$ cat src/header_field_pkg.sv
// Package with register map, field positions and reset values of the header field registers.
package header_field_pkg;
    localparam int unsigned ADDR_WIDTH            = 8;
    localparam int unsigned DATA_WIDTH            = 32;
    localparam int unsigned REG_WIDTH             = 8;
    localparam logic [7:0]  MODEM_CONFIG_E_OFFSET = 8'h9C;
    localparam logic [7:0]  SEARCH_TIME_OFFSET    = 8'hA4;
    localparam logic [7:0]  BPSK_CODE_OFFSET      = 8'hA8;
    localparam logic [7:0]  QPSK_CODE_OFFSET      = 8'hAC;
    localparam logic [7:0]  RX_SERVICE_OFFSET     = 8'hB0;
    localparam logic [7:0]  RX_LENGTH_HIGH_OFFSET = 8'hB4;
    localparam logic [7:0]  RX_LENGTH_LOW_OFFSET  = 8'hB8;
    localparam logic [7:0]  RX_CHECK_HIGH_OFFSET  = 8'hBC;
    localparam int unsigned VERIFY_READY_BIT      = 1;
    localparam int unsigned LENGTH_USEC_BIT       = 6;
    localparam logic [7:0]  CONFIG_WRITE_MASK     = 8'h7E;
    localparam logic [7:0]  CONFIG_RESET          = 8'h00;
    localparam logic [7:0]  SEARCH_TIME_RESET     = 8'h00;
    localparam logic [7:0]  BPSK_CODE_RESET       = 8'h0A;
    localparam logic [7:0]  QPSK_CODE_RESET       = 8'h14;
    localparam logic [7:0]  STATUS_RESET          = 8'h00;
    localparam logic [1:0]  RESP_OKAY             = 2'h0;
    localparam logic [1:0]  RESP_SLVERR           = 2'h2;
endpackage

$ cat src/search_if.sv
// Interface between the register block and the delimiter search timer.
`timescale 1ns/1ps
interface search_if;
    logic       start;
    logic       found;
    logic       symbol_tick;
    logic [7:0] limit;
    logic       active;
    logic       timeout;
    modport ctrl  (output start, output found, output symbol_tick, output limit,
                   input active, input timeout);
    modport timer (input start, input found, input symbol_tick, input limit,
                   output active, output timeout);
endinterface

$ cat src/delimiter_search_timer.sv
// Symbol-period timer that bounds the search for the start frame delimiter.
`timescale 1ns/1ps
module delimiter_search_timer
    import header_field_pkg::*;
(
    input wire logic aclk,
    input wire logic aresetn,
    search_if.timer  srch
);
    logic [7:0] count_q;
    logic [7:0] count_d;
    logic       active_q;
    logic       active_d;
    logic       timeout_q;
    logic       timeout_d;
    logic [7:0] limit_q;
    logic [7:0] limit_d;
    wire        expired = active_q && (count_q == limit_q) && !srch.found;

    // The search stops after the programmed number of symbol periods.
    assign count_d   = srch.start ? 8'h00 :
                       (active_q && srch.symbol_tick) ? count_q + 8'h01 : count_q;
    assign active_d  = srch.start || (active_q && !srch.found && !expired);
    assign timeout_d = expired && !srch.start;
    // The limit is held from the start, so a write during a search cannot stretch it.
    assign limit_d   = srch.start ? srch.limit : limit_q;

    always_ff @(posedge aclk)
    begin
        if (!aresetn)
        begin
            count_q   <= 8'h00;
            active_q  <= 1'b0;
            timeout_q <= 1'b0;
            limit_q   <= 8'h00;
        end
        else
        begin
            count_q   <= count_d;
            active_q  <= active_d;
            timeout_q <= timeout_d;
            limit_q   <= limit_d;
        end
    end

    assign srch.active  = active_q;
    assign srch.timeout = timeout_q;
endmodule

$ cat src/header_field_registers.sv
// Header field configuration and status registers with an AXI4-Lite slave.
//
// Behaviour
// Verify option raises data ready after antenna dwell.
// Host writes zero to configuration bit zero.
// Delimiter search bounded by programmed symbol count.
// DBPSK code transmitted and used to recognise.
// DQPSK code transmitted and used to recognise.
// Received service field captured into status.
// Received length split across high/low registers.
// Bit six selects microsecond length counting.
// Status captured once per header, then held; the code recaptures on every cycle a valid is high.
//
// Added by the designer: the AXI4-Lite register port.
`timescale 1ns/1ps
module header_field_registers
    import header_field_pkg::*;
(
    input  wire logic                    aclk,
    input  wire logic                    aresetn,
    input  wire logic [ADDR_WIDTH-1:0]   s_axi_awaddr,
    input  wire logic                    s_axi_awvalid,
    output logic                         s_axi_awready,
    input  wire logic [DATA_WIDTH-1:0]   s_axi_wdata,
    input  wire logic [DATA_WIDTH/8-1:0] s_axi_wstrb,
    input  wire logic                    s_axi_wvalid,
    output logic                         s_axi_wready,
    output logic [1:0]                   s_axi_bresp,
    output logic                         s_axi_bvalid,
    input  wire logic                    s_axi_bready,
    input  wire logic [ADDR_WIDTH-1:0]   s_axi_araddr,
    input  wire logic                    s_axi_arvalid,
    output logic                         s_axi_arready,
    output logic [DATA_WIDTH-1:0]        s_axi_rdata,
    output logic [1:0]                   s_axi_rresp,
    output logic                         s_axi_rvalid,
    input  wire logic                    s_axi_rready,
    input  wire logic                    antenna_dwell_done,
    input  wire logic                    header_start,
    input  wire logic                    start_frame_delimiter_found,
    input  wire logic                    symbol_tick,
    input  wire logic                    rx_end,
    input  wire logic                    tx_rate_qpsk,
    input  wire logic                    rx_signal_valid,
    input  wire logic [7:0]              rx_signal_field,
    input  wire logic                    rx_service_valid,
    input  wire logic [7:0]              rx_service_field,
    input  wire logic                    rx_length_valid,
    input  wire logic [15:0]             rx_length_field,
    input  wire logic                    rx_check_valid,
    input  wire logic [7:0]              rx_check_high,
    output logic                         modem_data_ready,
    output logic                         search_active,
    output logic                         search_timeout,
    output logic [7:0]                   tx_signal_code,
    output logic                         rx_rate_is_bpsk,
    output logic                         rx_rate_is_qpsk,
    output logic                         length_count_usec
);
    logic [7:0]            modem_config_e_q;
    logic [7:0]            delimiter_search_time_q;
    logic [7:0]            bpsk_signal_code_q;
    logic [7:0]            qpsk_signal_code_q;
    logic [7:0]            rx_service_value_q;
    logic [7:0]            rx_length_high_q;
    logic [7:0]            rx_length_low_q;
    logic [7:0]            rx_header_check_high_q;
    logic                  awready_q;
    logic                  wready_q;
    logic                  bvalid_q;
    logic [1:0]            bresp_q;
    logic                  arready_q;
    logic                  rvalid_q;
    logic [1:0]            rresp_q;
    logic [DATA_WIDTH-1:0] rdata_q;
    logic                  data_ready_q;
    logic [7:0]            tx_code_q;
    logic                  rx_bpsk_q;
    logic                  rx_qpsk_q;
    logic                  usec_q;

    search_if srch ();

    delimiter_search_timer u_timer (
        .aclk    (aclk),
        .aresetn (aresetn),
        .srch    (srch)
    );

    assign srch.start       = header_start;
    assign srch.found       = start_frame_delimiter_found;
    assign srch.symbol_tick = symbol_tick;
    assign srch.limit       = delimiter_search_time_q;

    // Write decode: both channels are taken together once both are offered.
    wire       wr_offer  = s_axi_awvalid && s_axi_wvalid && !awready_q && !bvalid_q;
    wire       wr_fire   = s_axi_awvalid && awready_q && s_axi_wvalid && wready_q;
    wire       wr_lane   = s_axi_wstrb[0];
    wire [7:0] wr_byte   = s_axi_wdata[7:0];
    wire [7:0] wr_addr   = s_axi_awaddr;
    wire       wr_cfg    = wr_fire && wr_lane && (wr_addr == MODEM_CONFIG_E_OFFSET);
    wire       wr_search = wr_fire && wr_lane && (wr_addr == SEARCH_TIME_OFFSET);
    wire       wr_bpsk   = wr_fire && wr_lane && (wr_addr == BPSK_CODE_OFFSET);
    wire       wr_qpsk   = wr_fire && wr_lane && (wr_addr == QPSK_CODE_OFFSET);
    wire       wr_rw_hit = (wr_addr == MODEM_CONFIG_E_OFFSET) ||
                           (wr_addr == SEARCH_TIME_OFFSET) ||
                           (wr_addr == BPSK_CODE_OFFSET) || (wr_addr == QPSK_CODE_OFFSET);
    wire       wr_ro_hit = (wr_addr == RX_SERVICE_OFFSET) ||
                           (wr_addr == RX_LENGTH_HIGH_OFFSET) ||
                           (wr_addr == RX_LENGTH_LOW_OFFSET) ||
                           (wr_addr == RX_CHECK_HIGH_OFFSET);
    wire [1:0] wr_resp   = (wr_rw_hit || wr_ro_hit) ? RESP_OKAY : RESP_SLVERR;

    // Read decode.
    wire       rd_offer  = s_axi_arvalid && !arready_q && !rvalid_q;
    wire       rd_fire   = s_axi_arvalid && arready_q;
    wire [7:0] rd_addr   = s_axi_araddr;
    wire       wr_rw_hit_rd = (rd_addr == MODEM_CONFIG_E_OFFSET) ||
                           (rd_addr == SEARCH_TIME_OFFSET) ||
                           (rd_addr == BPSK_CODE_OFFSET) || (rd_addr == QPSK_CODE_OFFSET);
    wire       rd_hit    = wr_rw_hit_rd || (rd_addr == RX_SERVICE_OFFSET) ||
                           (rd_addr == RX_LENGTH_HIGH_OFFSET) ||
                           (rd_addr == RX_LENGTH_LOW_OFFSET) ||
                           (rd_addr == RX_CHECK_HIGH_OFFSET);
    wire [7:0] rd_byte   =
        (rd_addr == MODEM_CONFIG_E_OFFSET) ? modem_config_e_q :
        (rd_addr == SEARCH_TIME_OFFSET)    ? delimiter_search_time_q :
        (rd_addr == BPSK_CODE_OFFSET)      ? bpsk_signal_code_q :
        (rd_addr == QPSK_CODE_OFFSET)      ? qpsk_signal_code_q :
        (rd_addr == RX_SERVICE_OFFSET)     ? rx_service_value_q :
        (rd_addr == RX_LENGTH_HIGH_OFFSET) ? rx_length_high_q :
        (rd_addr == RX_LENGTH_LOW_OFFSET)  ? rx_length_low_q :
        (rd_addr == RX_CHECK_HIGH_OFFSET)  ? rx_header_check_high_q : 8'h00;

    // Modem-side decisions.
    wire verify_en   = modem_config_e_q[VERIFY_READY_BIT];
    wire ready_set   = (verify_en && antenna_dwell_done) ||
                       start_frame_delimiter_found;
    wire ready_d     = ready_set || (data_ready_q && !rx_end);
    wire [7:0] code_d = tx_rate_qpsk ? qpsk_signal_code_q : bpsk_signal_code_q;
    wire is_bpsk     = (rx_signal_field == bpsk_signal_code_q);
    wire is_qpsk     = (rx_signal_field == qpsk_signal_code_q);
    // Reserved configuration bits are never stored and always read zero.
    wire [7:0] cfg_d = wr_byte & CONFIG_WRITE_MASK;

    always_ff @(posedge aclk)
    begin
        if (!aresetn)
        begin
            modem_config_e_q        <= CONFIG_RESET;
            delimiter_search_time_q <= SEARCH_TIME_RESET;
            bpsk_signal_code_q      <= BPSK_CODE_RESET;
            qpsk_signal_code_q      <= QPSK_CODE_RESET;
        end
        else
        begin
            if (wr_cfg)
                modem_config_e_q <= cfg_d;
            if (wr_search)
                delimiter_search_time_q <= wr_byte;
            if (wr_bpsk)
                bpsk_signal_code_q <= wr_byte;
            if (wr_qpsk)
                qpsk_signal_code_q <= wr_byte;
        end
    end

    // Received header fields are caught on every cycle their valid is high and held otherwise.
    always_ff @(posedge aclk)
    begin
        if (!aresetn)
        begin
            rx_service_value_q     <= STATUS_RESET;
            rx_length_high_q       <= STATUS_RESET;
            rx_length_low_q        <= STATUS_RESET;
            rx_header_check_high_q <= STATUS_RESET;
        end
        else
        begin
            if (rx_service_valid)
                rx_service_value_q <= rx_service_field;
            if (rx_length_valid)
            begin
                rx_length_high_q <= rx_length_field[15:8];
                rx_length_low_q  <= rx_length_field[7:0];
            end
            if (rx_check_valid)
                rx_header_check_high_q <= rx_check_high;
        end
    end

    always_ff @(posedge aclk)
    begin
        if (!aresetn)
        begin
            data_ready_q <= 1'b0;
            tx_code_q    <= BPSK_CODE_RESET;
            rx_bpsk_q    <= 1'b0;
            rx_qpsk_q    <= 1'b0;
            usec_q       <= 1'b0;
        end
        else
        begin
            data_ready_q <= ready_d;
            tx_code_q    <= code_d;
            if (rx_signal_valid)
            begin
                rx_bpsk_q <= is_bpsk;
                rx_qpsk_q <= is_qpsk;
            end
            usec_q <= modem_config_e_q[LENGTH_USEC_BIT];
        end
    end

    always_ff @(posedge aclk)
    begin
        if (!aresetn)
        begin
            awready_q <= 1'b0;
            wready_q  <= 1'b0;
            bvalid_q  <= 1'b0;
            bresp_q   <= RESP_OKAY;
            arready_q <= 1'b0;
            rvalid_q  <= 1'b0;
            rresp_q   <= RESP_OKAY;
            rdata_q   <= '0;
        end
        else
        begin
            awready_q <= wr_offer;
            wready_q  <= wr_offer;
            if (wr_fire)
            begin
                bvalid_q <= 1'b1;
                bresp_q  <= wr_resp;
            end
            else if (s_axi_bready)
                bvalid_q <= 1'b0;
            arready_q <= rd_offer;
            if (rd_fire)
            begin
                rvalid_q <= 1'b1;
                rresp_q  <= rd_hit ? RESP_OKAY : RESP_SLVERR;
                rdata_q  <= {{(DATA_WIDTH-8){1'b0}}, rd_byte};
            end
            else if (s_axi_rready)
                rvalid_q <= 1'b0;
        end
    end

    assign s_axi_awready     = awready_q;
    assign s_axi_wready      = wready_q;
    assign s_axi_bvalid      = bvalid_q;
    assign s_axi_bresp       = bresp_q;
    assign s_axi_arready     = arready_q;
    assign s_axi_rvalid      = rvalid_q;
    assign s_axi_rresp       = rresp_q;
    assign s_axi_rdata       = rdata_q;
    assign modem_data_ready  = data_ready_q;
    assign search_active     = srch.active;
    assign search_timeout    = srch.timeout;
    assign tx_signal_code    = tx_code_q;
    assign rx_rate_is_bpsk   = rx_bpsk_q;
    assign rx_rate_is_qpsk   = rx_qpsk_q;
    assign length_count_usec = usec_q;
endmodule

$ cat config.mk
export PLATFORM = sky130hd
export DESIGN_NAME = header_field_registers
export DESIGN_NICKNAME = d
export VERILOG_FILES = /design/src/header_field_pkg.sv /design/src/search_if.sv /design/src/delimiter_search_timer.sv /design/src/header_field_registers.sv
export SDC_FILE = /design/constraint.sdc
export NUM_CORES = 1
export LEC_CHECK = 0
export ABC_AREA = 1
export BUFFER_PORTS_ARGS = -buffer_cell sky130_fd_sc_hd__buf_2
export CAP_MARGIN = 20
export CORE_MARGIN = 10
export CORE_UTILIZATION = 47
export CTS_BUF_LIST = sky130_fd_sc_hd__clkbuf_4
export CTS_CLUSTER_SIZE = 30
export DETAILED_ROUTE_END_ITERATION = 10
export PLACE_DENSITY_LB_ADDON = 0.3
export SLEW_MARGIN = 20
export SYNTH_ARGS = -nofsm -noshare
export SYNTH_HDL_FRONTEND = slang
export SYNTH_SLANG_ARGS = --single-unit
$ cat constraint.sdc
create_clock -name aclk -period 1.2 [get_ports aclk]
set_input_delay 0 -clock aclk [delete_from_list [all_inputs] [get_ports aclk]]
set_output_delay 0 -clock aclk [all_outputs]
set_load 0.02 [all_outputs]
==> flow_results.xml, run 1 <==
<?xml version="1.0" encoding="UTF-8"?>
<metrics>
  <group name="floorplanning">
    <metric name="ios" unit="">164</metric>
    <metric name="chipHeight" unit="um">122.5</metric>
    <metric name="core.rowCount" unit="">37</metric>
    <metric name="die_area" unit="sq um">15000</metric>
    <metric name="x_dimension_of_the_die" unit="um">122.5</metric>
    <metric name="core" unit="sq um">10280</metric>
    <metric name="initial_utilization" unit="">0.4800</metric>
  </group>
  <group name="logic_synthesis">
    <metric name="synth_largest_type_area_fraction" unit="">0.4301</metric>
    <metric name="synth_top_area_cell" unit="">dfxtp_1</metric>
    <metric name="post_synthesis_cell_area" unit="sq um">4933</metric>
    <metric name="netlist_top_cells_area" unit="">dfxtp_1 43%, o21ai_0 8.6%, a21oi_1 7.1%</metric>
    <metric name="yosysSeqAreaShare" unit="">0.4301</metric>
    <metric name="synthesized_instance_count" unit="">686</metric>
    <metric name="yosys_register_bits" unit="">106</metric>
    <metric name="yosys_warnings" unit="">0</metric>
    <metric name="synth.distinct_cells" unit="">39</metric>
    <metric name="avgSynthCellArea" unit="sq um">7.192</metric>
  </group>
  <group name="clock_tree">
    <metric name="ctsHtreeMaxLevel" unit="">3</metric>
    <metric name="cts.clk_slew.worst_paths" unit="ns">0.17</metric>
    <metric name="cts_root_buffer" unit="">clkbuf_4</metric>
    <metric name="cts_made_buffers" unit="">9</metric>
    <metric name="clockBufferDepth" unit="">2</metric>
    <metric name="tritoncts" unit="">built</metric>
    <metric name="worst_skew_pair.late_latency" unit="ns">0.47</metric>
    <metric name="cts.sink_count" unit="">106</metric>
  </group>
  <group name="sta">
    <metric name="timing.final.crit_period" unit="ns">1.309</metric>
    <metric name="setup_violations" unit="">9</metric>
    <metric name="setup_repair_after_global_routing_missed_its_margin" unit="">true</metric>
    <metric name="final_hold_violation_count" unit="">2</metric>
    <metric name="postLayoutSetupSlackWorst" unit="ns">-0.1086</metric>
    <metric name="post_route_clock_skew" unit="ns">0.02948</metric>
    <metric name="slew_viol_final" unit="">0</metric>
    <metric name="actual_transition_at_the_worst_max_transition_pin" unit="ns">0.6455</metric>
    <metric name="max_freq" unit="MHz">764.2</metric>
    <metric name="hold_ws" unit="ns">-0.01757</metric>
    <metric name="maxSlewHeadroom" unit="">0.5697</metric>
    <metric name="layout_worst_path_cycle_share" unit="">1.090</metric>
  </group>
  <group name="detailed_routing">
    <metric name="route.antenna.remaining_nets" unit="">0</metric>
    <metric name="dr.first_iter.drc_count" unit="">537</metric>
    <metric name="drcViolationCount" unit="">0</metric>
    <metric name="via_cell_ratio" unit="">5.209</metric>
    <metric name="wl" unit="um">17430</metric>
    <metric name="drt-pass1-iter-count" unit="">6</metric>
    <metric name="wl_per_cell" unit="um">16.31</metric>
    <metric name="route.vias.total" unit="">5568</metric>
  </group>
  <group name="job">
    <metric name="max_cap_viols" unit="">0</metric>
  </group>
  <group name="pwr">
    <metric name="irDropWorstVdd" unit="uV">519.6</metric>
    <metric name="p_leak" unit="nW">3.260</metric>
    <metric name="power_density" unit="nW/um^2">936.3</metric>
    <metric name="p_total" unit="mW">6.784</metric>
  </group>
  <group name="placement">
    <metric name="io_buffer_count" unit="">110</metric>
    <metric name="gp_congestion" unit="">0.9114</metric>
    <metric name="detailed_place_hpwl" unit="um">10920</metric>
  </group>
  <group name="worst_setup_path">
    <metric name="endpoint_kind" unit="">register</metric>
    <metric name="criticalPathCategory" unit="">register to register</metric>
    <metric name="worst_ep_arrival_time" unit="ns">1.68</metric>
    <metric name="cp.required" unit="ns">1.58</metric>
    <metric name="timing.critical_path.fanout_max" unit="">3</metric>
    <metric name="startpoint_type" unit="">register</metric>
  </group>
  <group name="global_routing">
    <metric name="number_of_global_route_vias_before_repair" unit="">5343</metric>
    <metric name="grt_use_total" unit="">0.2149</metric>
    <metric name="grt_pass1_wl" unit="um">26140</metric>
    <metric name="grt_start_max_net_pins" unit="">30</metric>
    <metric name="number_of_antenna_violations_at_the_first_check_in_global_routing" unit="">1</metric>
    <metric name="grt-ovfl-total" unit="">0</metric>
  </group>
  <group name="cells_and_area">
    <metric name="post_route_cells_drive_above_1_share" unit="">0.2889</metric>
    <metric name="nets" unit="">1036</metric>
    <metric name="final_common_cell" unit="">buf_2</metric>
    <metric name="most_used_cells_in_the_layout_excluding_fill_and_tap_cells" unit="">109 x buf_2, 95 x dlygate4sd3_1, 89 x nor2_1</metric>
    <metric name="areaGrowthSynthToFinish" unit="%">46.87</metric>
  </group>
  <group name="status">
    <metric name="violated_checks" unit="">hold timing, setup timing</metric>
    <metric name="outcome" unit="">finished with violations</metric>
  </group>
  <group name="hold_path">
    <metric name="hold_class" unit="">primary input to register</metric>
  </group>
</metrics>
==> sequential cells by signal, indices dropped and copies added, names as in the netlist, 6 cells and up <==
register and count:
delimiter_search_time_q 8, modem_config_e_q 6, rx_header_check_high_q 8, rx_service_value_q 8, bpsk_signal_code_q 8, u_timer.limit_q 8
tx_signal_code 8, rx_length_low_q 8, qpsk_signal_code_q 8, s_axi_rdata 8, rx_length_high_q 8, u_timer.count_q 8
==> Yosys cell counts <==
master    instances
nand4_1          10
nand3b_1          1
a31oi_1           2
inv_2             1
nor2_4            4
inv_1            73
clkinv_1          1
xor2_1            5
a22oi_1           1
nor3_1           10
conb_1            1
a21oi_1          70
o22ai_1           5
ha_1              1
nand2_1          82
clkinv_2          1
and3_1            1
nor3_4            1
clkbuf_1         17
nand3_2           1
nand2_2           2
buf_4            30
xnor2_1           6
o21ai_1           4
nor3_2            2
o211ai_1          2
nor4_1            1
or2_2             1
nand3_1          55
nor2_1           92
buf_6             2
and2_1            1
buf_2             5
o31ai_1           1
nor3b_1           1
dfxtp_1         106
nand4_2           1
o21ai_0          85
or2_4             1
==> through the flow <==
stage / std cells / util / worst slack (ns) / cell area, sq um / TNS (ns)
after detailed placement: 938 / 0.5582 / -0.1033 / 5737 / -1.558
after global routing: 1067 / 0.7045 / -0.2064 / 7241 / -1.880
final: 1069 / 0.7050 / -0.1086 / 7246 / -0.2450
after global placement: 938 / 0.5582 / -0.07620 / 5737 / -0.6628
after CTS: 1062 / 0.6805 / -0.06142 / 6994 / -0.1616
after floorplan: 711 / - / -0.02478 / 5072 / -0.02478
==> power breakdown <==
group / switching, mW / leakage (nW) / internal (mW)
combinational: 0.619 / 2.31 / 0.532
clock: 1.21 / 0.0737 / 0.694
sequential: 0.0791 / 0.875 / 3.65
total: 1.91 / 3.26 / 4.87
==> final timing paths <==
kind | cells after the start | slack (ns) | from | to
setup reg to reg | 6 | -0.11 | u_timer.count_q[0] | u_timer.count_q[6]
hold reg to reg | 1 | 0.44 | s_axi_arready | s_axi_arready
hold / removal | 4 | -0.02 | aresetn | rx_length_low_q[5]
setup / recovery | 6 | -0.11 | u_timer.count_q[0] | u_timer.count_q[6]
==> per-layer routing <==
layer	global-route usage	vias to the layer above	part of all wire
met5	0	-	0
met4	0.07511	0	0.022
met3	0.04178	37	0.073
met2	0.3684	264	0.49
li1	-	2694	-
met1	0.2633	2573	0.41
==> what timing repair did <==
action | in CTS | in global routing
pin swaps | 6 | 16
hold endpoints to repair | 96 | 4
setup endpoints to repair | 29 | 70
gates resized for setup | 22 | 97
cloned | 0 | 0
hold buffers | 99 | 2
setup buffers | 9 | 7
==> layout make-up <==
| class | count | area [sq um] |
|---|---|---|
| Sequential cell | 106 | 2163 |
| Timing Repair Buffer | 258 | 1956 |
| Multi-Input combinational cell | 475 | 2504 |
| Antenna cell | 2 | 5.005 |
| Inverter | 76 | 302.8 |
| Fill cell | 807 | 3032 |
| Clock buffer | 11 | 82.58 |
| Clock inverter | 5 | 62.56 |
| Tap cell | 136 | 170.2 |
==> logic make-up (layout without fill, tap and decap cells) <==
logic type      Yosys count  after routing  synth area share
flops                   106            106            0.4301
simple gates            267            267            0.2445
compound gates          170            170            0.1763
fa+ha+maj                 1              1          0.002536
other cells               1             28         0.0007601
xor+xnor                 11             11           0.01953
buf+inv                 130            350            0.1263
==> critical path, cell delays in order, from the launching register on <==
cell and delay [ns]:
dfxtp_4 0.42, ha_4 0.15, nand3_4 0.07, nor3b_2 0.21, nand2_1 0.10, o21ai_1 0.18
a21oi_1 0.08
Power figures use the tool's default switching activity.
==> inputs of run 2 (changes only) <==
Settings changed: CORE_UTILIZATION 47 to 48, CTS_CLUSTER_DIAMETER set to 40, REMOVE_ABC_BUFFERS set to 1, SYNTH_HIERARCHICAL set to 1.
==> flow_results.xml, run 2 <==
<?xml version="1.0" encoding="UTF-8"?>
<metrics>
  <group name="detailed_routing">
    <metric name="wl" unit="um">17310</metric>
    <metric name="route.antenna.remaining_nets" unit="">0</metric>
    <metric name="drt-pass1-iter-count" unit="">6</metric>
    <metric name="via_cell_ratio" unit="">5.102</metric>
    <metric name="wl_per_cell" unit="um">15.75</metric>
    <metric name="dr.first_iter.drc_count" unit="">464</metric>
    <metric name="route.vias.total" unit="">5607</metric>
    <metric name="drcViolationCount" unit="">0</metric>
  </group>
  <group name="worst_setup_path">
    <metric name="timing.critical_path.fanout_max" unit="">6</metric>
    <metric name="endpoint_kind" unit="">register</metric>
    <metric name="cp.required" unit="ns">1.58</metric>
    <metric name="startpoint_type" unit="">register</metric>
    <metric name="criticalPathCategory" unit="">register to register</metric>
    <metric name="worst_ep_arrival_time" unit="ns">1.67</metric>
  </group>
  <group name="logic_synthesis">
    <metric name="yosys_warnings" unit="">6</metric>
    <metric name="synth.distinct_cells" unit="">41</metric>
    <metric name="post_synthesis_cell_area" unit="sq um">5137</metric>
    <metric name="synth_largest_type_area_fraction" unit="">0.4131</metric>
    <metric name="synth.cells.most_frequent" unit="">108 x nand2_1, 106 x dfxtp_1, 100 x nor2_1</metric>
    <metric name="synth_top_area_cell" unit="">dfxtp_1</metric>
    <metric name="postSynth.asyncResetShare" unit="">0</metric>
    <metric name="avgSynthCellArea" unit="sq um">7.125</metric>
    <metric name="edff_count_synth" unit="">0</metric>
    <metric name="dominantRegCellSynth" unit="">dfxtp_1</metric>
    <metric name="yosys_register_bits" unit="">106</metric>
    <metric name="synthesized_instance_count" unit="">721</metric>
    <metric name="yosysSeqAreaShare" unit="">0.4131</metric>
    <metric name="netlist_top_cells_area" unit="">dfxtp_1 41%, o21ai_0 8.3%, nand2_1 7.9%</metric>
    <metric name="synth.most_common_cell" unit="">nand2_1</metric>
  </group>
  <group name="pwr">
    <metric name="power_density" unit="nW/um^2">909.1</metric>
    <metric name="p_total" unit="mW">6.696</metric>
    <metric name="p_leak" unit="nW">3.431</metric>
    <metric name="irDropWorstVdd" unit="uV">894.7</metric>
  </group>
  <group name="cells_and_area">
    <metric name="nets" unit="">1066</metric>
    <metric name="post_route_cells_drive_above_1_share" unit="">0.2917</metric>
    <metric name="fin_cells" unit="">1099</metric>
    <metric name="fin_util" unit="">0.7103</metric>
    <metric name="final_common_cell" unit="">buf_2</metric>
    <metric name="layout_cell_area_excl_fill" unit="sq um">7366</metric>
    <metric name="most_used_cells_in_the_layout_excluding_fill_and_tap_cells" unit="">106 x buf_2, 96 x nor2_1, 95 x nand2_1</metric>
    <metric name="fillers" unit="">799</metric>
    <metric name="areaGrowthSynthToFinish" unit="%">43.38</metric>
  </group>
  <group name="sta">
    <metric name="actual_transition_at_the_worst_max_transition_pin" unit="ns">0.5534</metric>
    <metric name="maxSlewHeadroom" unit="">0.6306</metric>
    <metric name="layout_worst_path_cycle_share" unit="">1.075</metric>
    <metric name="timing.final.crit_period" unit="ns">1.290</metric>
    <metric name="setup_violations" unit="">19</metric>
    <metric name="postLayoutSetupSlackWorst" unit="ns">-0.08963</metric>
    <metric name="setup_repair_after_global_routing_missed_its_margin" unit="">true</metric>
    <metric name="slew_viol_final" unit="">0</metric>
    <metric name="post_route_clock_skew" unit="ns">0.01684</metric>
    <metric name="max_freq" unit="MHz">775.4</metric>
    <metric name="final_hold_violation_count" unit="">0</metric>
  </group>
  <group name="global_routing">
    <metric name="grt-ovfl-total" unit="">0</metric>
    <metric name="number_of_global_route_vias_before_repair" unit="">5448</metric>
    <metric name="grt_start_max_net_pins" unit="">31</metric>
    <metric name="grt_pass1_wl" unit="um">26030</metric>
    <metric name="grt_use_total" unit="">0.2114</metric>
    <metric name="number_of_antenna_violations_at_the_first_check_in_global_routing" unit="">3</metric>
  </group>
  <group name="job">
    <metric name="max_cap_viols" unit="">0</metric>
  </group>
  <group name="floorplanning">
    <metric name="ios" unit="">164</metric>
    <metric name="core.rowCount" unit="">37</metric>
    <metric name="die_area" unit="sq um">15240</metric>
    <metric name="chipHeight" unit="um">123.5</metric>
    <metric name="core" unit="sq um">10370</metric>
    <metric name="initial_utilization" unit="">0.4954</metric>
    <metric name="x_dimension_of_the_die" unit="um">123.5</metric>
  </group>
  <group name="clock_tree">
    <metric name="clockBufferDepth" unit="">2</metric>
    <metric name="cts_root_buffer" unit="">clkbuf_4</metric>
    <metric name="tritoncts" unit="">built</metric>
    <metric name="cts_made_buffers" unit="">9</metric>
    <metric name="ctsHtreeMaxLevel" unit="">3</metric>
    <metric name="cts.clk_slew.worst_paths" unit="ns">0.14</metric>
    <metric name="cts.sink_count" unit="">106</metric>
    <metric name="worst_skew_pair.late_latency" unit="ns">0.46</metric>
  </group>
  <group name="placement">
    <metric name="gp_congestion" unit="">0.9405</metric>
    <metric name="detailed_place_hpwl" unit="um">11790</metric>
    <metric name="dpl.cell_count" unit="">976</metric>
    <metric name="post_dp_cell_area" unit="sq um">5898</metric>
    <metric name="io_buffer_count" unit="">110</metric>
    <metric name="pre_cts_slack" unit="ns">-0.1191</metric>
  </group>
  <group name="hold_path">
    <metric name="hold_class" unit="">primary input to register</metric>
  </group>
  <group name="status">
    <metric name="outcome" unit="">finished with violations</metric>
    <metric name="violated_checks" unit="">setup timing</metric>
  </group>
</metrics>
==> run 2: layout make-up <==
cell class,count,area [sq um],share of cell area
timing repair buffer,247,1884,0.2558
multi-input combinational,498,2643,0.3588
tap,136,170.2,0.02310
antenna,3,7.507,0.001019
inverter,94,371.6,0.05045
clock inverter,3,41.29,0.005606
clock buffer,12,90.09,0.01223
sequential,106,2158,0.2930
==> run 2: metrics by stage <==
step,hold WS (ns),setup TNS [ns]
6_report,0.01508,-0.5574
5_1_grt,0.01111,-2.228
4_1_cts,0.004615,-0.01168
3_5_place_dp,0.2314,-2.181
3_3_place_gp,0.2230,-0.9841
2_1_floorplan,0.08460,-10.01
==> run 2: per-layer routing <==
layer,global-route usage,share of wire,up-vias
li1,-,-,2748
met1,0.2603,0.40,2592
met2,0.3545,0.50,221
met3,0.03692,0.071,46
met4,0.09389,0.032,0
met5,0,0,-
==> run 2: logic make-up after synthesis <==
logic type / Yosys count / synth area share
AO/OA/AOI/OAI: 166 / 0.1695
XOR/XNOR: 12 / 0.02046
adder cells (fa/ha/maj): 1 / 0.002435
buffers and inverters: 143 / 0.1322
flip-flops: 106 / 0.4131
other: 1 / 0.0007299
AND/OR/NAND/NOR: 292 / 0.2616
==> run 2: power by group <==
| part | leakage, nW | switching, mW | internal [mW] |
|---|---|---|---|
| logic | 2.48 | 0.628 | 0.530 |
| clock network | 0.0711 | 1.13 | 0.692 |
| registers | 0.876 | 0.0775 | 3.64 |
==> run 2: path summary, 6_finish.rpt <==
| path | from | end | slack [ns] | cells past startpoint |
|---|---|---|---|---|
| max reg2reg | s_axi_wready | delimiter_search_time_q[3] | -0.09 | 8 |
| min reg2reg | s_axi_arready | s_axi_arready | 0.46 | 1 |
| min | s_axi_wstrb[0] | modem_config_e_q[3] | 0.02 | 4 |
| max | s_axi_wready | delimiter_search_time_q[3] | -0.09 | 8 |
==> run 2: timing repair <==
| action | CTS | global route |
|---|---|---|
| gates cloned | 1 | 1 |
| hold buffers | 92 | 1 |
| pin swaps | 0 | 15 |
| setup endpoints to repair | 31 | 63 |
| endpoints found under the hold margin | 95 | 1 |
| gates resized for setup | 13 | 121 |
| setup buffers | 0 | 12 |
==> run 2: worst max-delay path: stages (launching register included) <==
cell	delay, ns
dfxtp_2	0.37
nand3_2	0.08
inv_2	0.09
nand2_4	0.07
inv_4	0.08
nand3_4	0.14
inv_6	0.14
nand2_1	0.09
a21oi_2	0.16
==> inputs of run 3 (changes only) <==
--- a/config.mk
+++ b/config.mk
@@ -17,4 +17,5 @@
 export PLACE_DENSITY_LB_ADDON = 0.3
 export REMOVE_ABC_BUFFERS = 1
+export SKIP_CTS_REPAIR_TIMING = 1
 export SLEW_MARGIN = 20
 export SYNTH_ARGS = -nofsm -noshare
==> constraint.sdc (replaced) <==
create_clock -name aclk -period 1.2 [get_ports aclk]
set_input_delay 0.06 -clock aclk [delete_from_list [all_inputs] [get_ports aclk]]
set_output_delay 0.06 -clock aclk [all_outputs]
set_load 0.02 [all_outputs]
==> flow_results.xml, run 3 (synthesis results as in run 2) <==
<?xml version="1.0" encoding="UTF-8"?>
<metrics>
  <group name="status">
    <metric name="outcome" unit="">finished with violations</metric>
    <metric name="violated_checks" unit="">hold timing, setup timing</metric>
  </group>
  <group name="worst_setup_path">
    <metric name="max_stage_delay" unit="ns">0.37</metric>
    <metric name="critical_path.reg2reg.startpoint" unit="">s_axi_wready</metric>
    <metric name="critical_path.cell_chain" unit="">nand3_2, inv_2, nand2_4, inv_6, nand3_4, inv_4, nand2_2, a21oi_2</metric>
    <metric name="critical-path-top-delay-family" unit="">simple AND/OR/NAND/NOR gates</metric>
    <metric name="worst_ep_arrival_time" unit="ns">1.68</metric>
    <metric name="criticalPathCategory" unit="">register to register</metric>
    <metric name="timing.critical_path.fanout_max" unit="">6</metric>
    <metric name="critical_path.reg2reg.endpoint" unit="">delimiter_search_time_q[3]</metric>
    <metric name="cp.required" unit="ns">1.59</metric>
    <metric name="depth_of_the_most_critical_reg_to_reg_path" unit="">8</metric>
    <metric name="startpoint_type" unit="">register</metric>
    <metric name="critical_path_top_delay_cell" unit="">dfxtp_2</metric>
    <metric name="endpoint_kind" unit="">register</metric>
    <metric name="regToRegSetupSlack" unit="ns">-0.1</metric>
    <metric name="count_of_buffering_cells_on_the_critical_path_with_inverters_included" unit="">3</metric>
  </group>
  <group name="placement">
    <metric name="gp_congestion" unit="">0.9192</metric>
    <metric name="dpl.cell_count" unit="">978</metric>
    <metric name="detailed_place_hpwl" unit="um">11540</metric>
    <metric name="io_buffer_count" unit="">110</metric>
  </group>
  <group name="cells_and_area">
    <metric name="fin_util" unit="">0.6747</metric>
    <metric name="most_used_cells_in_the_layout_excluding_fill_and_tap_cells" unit="">110 x buf_2, 100 x nor2_1, 96 x dfxtp_1</metric>
    <metric name="antenna-diode-count" unit="">0</metric>
    <metric name="final_common_cell" unit="">buf_2</metric>
    <metric name="fin_cells" unit="">1061</metric>
    <metric name="areaGrowthSynthToFinish" unit="%">36.19</metric>
    <metric name="post_route_cells_drive_above_1_share" unit="">0.2822</metric>
    <metric name="nets" unit="">1031</metric>
  </group>
  <group name="sta">
    <metric name="setup_violations" unit="">24</metric>
    <metric name="actual_transition_at_the_worst_max_transition_pin" unit="ns">0.5796</metric>
    <metric name="slew_viol_final" unit="">0</metric>
    <metric name="maxSlewHeadroom" unit="">0.6132</metric>
    <metric name="setup_repair_after_global_routing_missed_its_margin" unit="">true</metric>
    <metric name="timing.final.crit_period" unit="ns">1.297</metric>
    <metric name="post_route_clock_skew" unit="ns">0.01731</metric>
    <metric name="max_freq" unit="MHz">770.9</metric>
    <metric name="layout_worst_path_cycle_share" unit="">1.081</metric>
    <metric name="hold_ws" unit="ns">-0.09184</metric>
    <metric name="final_hold_violation_count" unit="">3</metric>
    <metric name="postLayoutSetupSlackWorst" unit="ns">-0.09725</metric>
  </group>
  <group name="global_routing">
    <metric name="grt_pass1_wl" unit="um">22800</metric>
    <metric name="grt_start_max_net_pins" unit="">34</metric>
    <metric name="grt_use_total" unit="">0.1855</metric>
    <metric name="number_of_antenna_violations_at_the_first_check_in_global_routing" unit="">0</metric>
    <metric name="number_of_global_route_vias_before_repair" unit="">4782</metric>
    <metric name="grt-ovfl-total" unit="">0</metric>
  </group>
  <group name="detailed_routing">
    <metric name="dr.first_iter.drc_count" unit="">590</metric>
    <metric name="drcViolationCount" unit="">0</metric>
    <metric name="wl" unit="um">16400</metric>
    <metric name="drt-pass1-iter-count" unit="">6</metric>
    <metric name="via_cell_ratio" unit="">5.086</metric>
    <metric name="route.vias.total" unit="">5396</metric>
    <metric name="route.antenna.remaining_nets" unit="">0</metric>
    <metric name="wl_per_cell" unit="um">15.46</metric>
  </group>
  <group name="floorplanning">
    <metric name="initial_utilization" unit="">0.4954</metric>
    <metric name="chipHeight" unit="um">123.5</metric>
    <metric name="core.rowCount" unit="">37</metric>
    <metric name="x_dimension_of_the_die" unit="um">123.5</metric>
    <metric name="ios" unit="">164</metric>
    <metric name="die_area" unit="sq um">15240</metric>
    <metric name="core" unit="sq um">10370</metric>
  </group>
  <group name="clock_tree">
    <metric name="ctsHtreeMaxLevel" unit="">3</metric>
    <metric name="cts.clk_slew.worst_paths" unit="ns">0.16</metric>
    <metric name="worst_skew_pair.late_latency" unit="ns">0.45</metric>
    <metric name="cts_made_buffers" unit="">9</metric>
    <metric name="cts.sink_count" unit="">106</metric>
    <metric name="tritoncts" unit="">built</metric>
    <metric name="cts_root_buffer" unit="">clkbuf_4</metric>
    <metric name="clockBufferDepth" unit="">2</metric>
  </group>
  <group name="pwr">
    <metric name="p_leak" unit="nW">3.282</metric>
    <metric name="irDropWorstVdd" unit="uV">586.0</metric>
    <metric name="power_density" unit="nW/um^2">988.2</metric>
  </group>
  <group name="hold_path">
    <metric name="min_delay_path_depth" unit="">3</metric>
    <metric name="hold-path-endpoint" unit="">bpsk_signal_code_q[6]</metric>
    <metric name="hold_class" unit="">primary input to register</metric>
    <metric name="worst_hold_startpoint" unit="">s_axi_wdata[6]</metric>
  </group>
  <group name="job">
    <metric name="max_cap_viols" unit="">0</metric>
  </group>
</metrics>
-- run 3: area by class of cell --
type | instances | area [sq um]
fill | 842 | 3373
timing repair buffer | 212 | 1528
tap | 136 | 170.2
clock inverter | 6 | 106.4
sequential | 106 | 2140
multi-input combinational | 498 | 2618
inverter | 94 | 367.9
clock buffer | 9 | 67.56
-- run 3: worst max path at each step --
| stage | from | slack [ns] | depth (start not counted) | end |
|---|---|---|---|---|
| after floorplan | s_axi_wready | -0.39 | 8 | delimiter_search_time_q[1] |
| after global placement | s_axi_awaddr[4] | -0.12 | 8 | qpsk_signal_code_q[1] |
| after detailed placement | s_axi_awaddr[4] | -0.18 | 8 | qpsk_signal_code_q[1] |
| after CTS | s_axi_wready | -0.19 | 8 | delimiter_search_time_q[3] |
| after global routing | s_axi_wready | -0.17 | 8 | delimiter_search_time_q[3] |
| final | s_axi_wready | -0.1 | 8 | delimiter_search_time_q[3] |
-- run 3: through the flow --
step | worst slack [ns] | total power [mW] | cell area (sq um) | setup TNS (ns)
2_1_floorplan | -0.3937 | 4.193 | 4905 | -10.01
3_3_place_gp | -0.1197 | 4.569 | 5926 | -1.814
3_5_place_dp | -0.1828 | 4.596 | 5926 | -3.960
4_1_cts | -0.1919 | 6.719 | 6100 | -3.935
5_1_grt | -0.1699 | 7.158 | 6997 | -3.211
6_report | -0.09725 | 6.914 | 6997 | -1.108
-- run 3: metal layers --
metal	vias to the layer above	global-route usage	share of wire
li1	2669	-	-
met5	-	0	0
met1	2433	0.2383	0.41
met4	0	0.05822	0.019
met2	256	0.3029	0.49
met3	38	0.04193	0.078
-- run 3: report_power, final --
group | leakage, nW | total, mW | switching, mW | internal (mW)
Clock | 0.0911 | 2.19 | 1.15 | 1.04
Sequential | 0.870 | 3.71 | 0.0666 | 3.64
Combinational | 2.32 | 1.02 | 0.589 | 0.429
-- run 3: worst reg2reg max path, delay by kind of cell, from the launching register on --
kind | cells | cell delay, ns
AOI/OAI and AO/OA | 1 | 0.15
buffers and inverters | 3 | 0.33
and+or+nand+nor | 4 | 0.39
DFF | 1 | 0.37
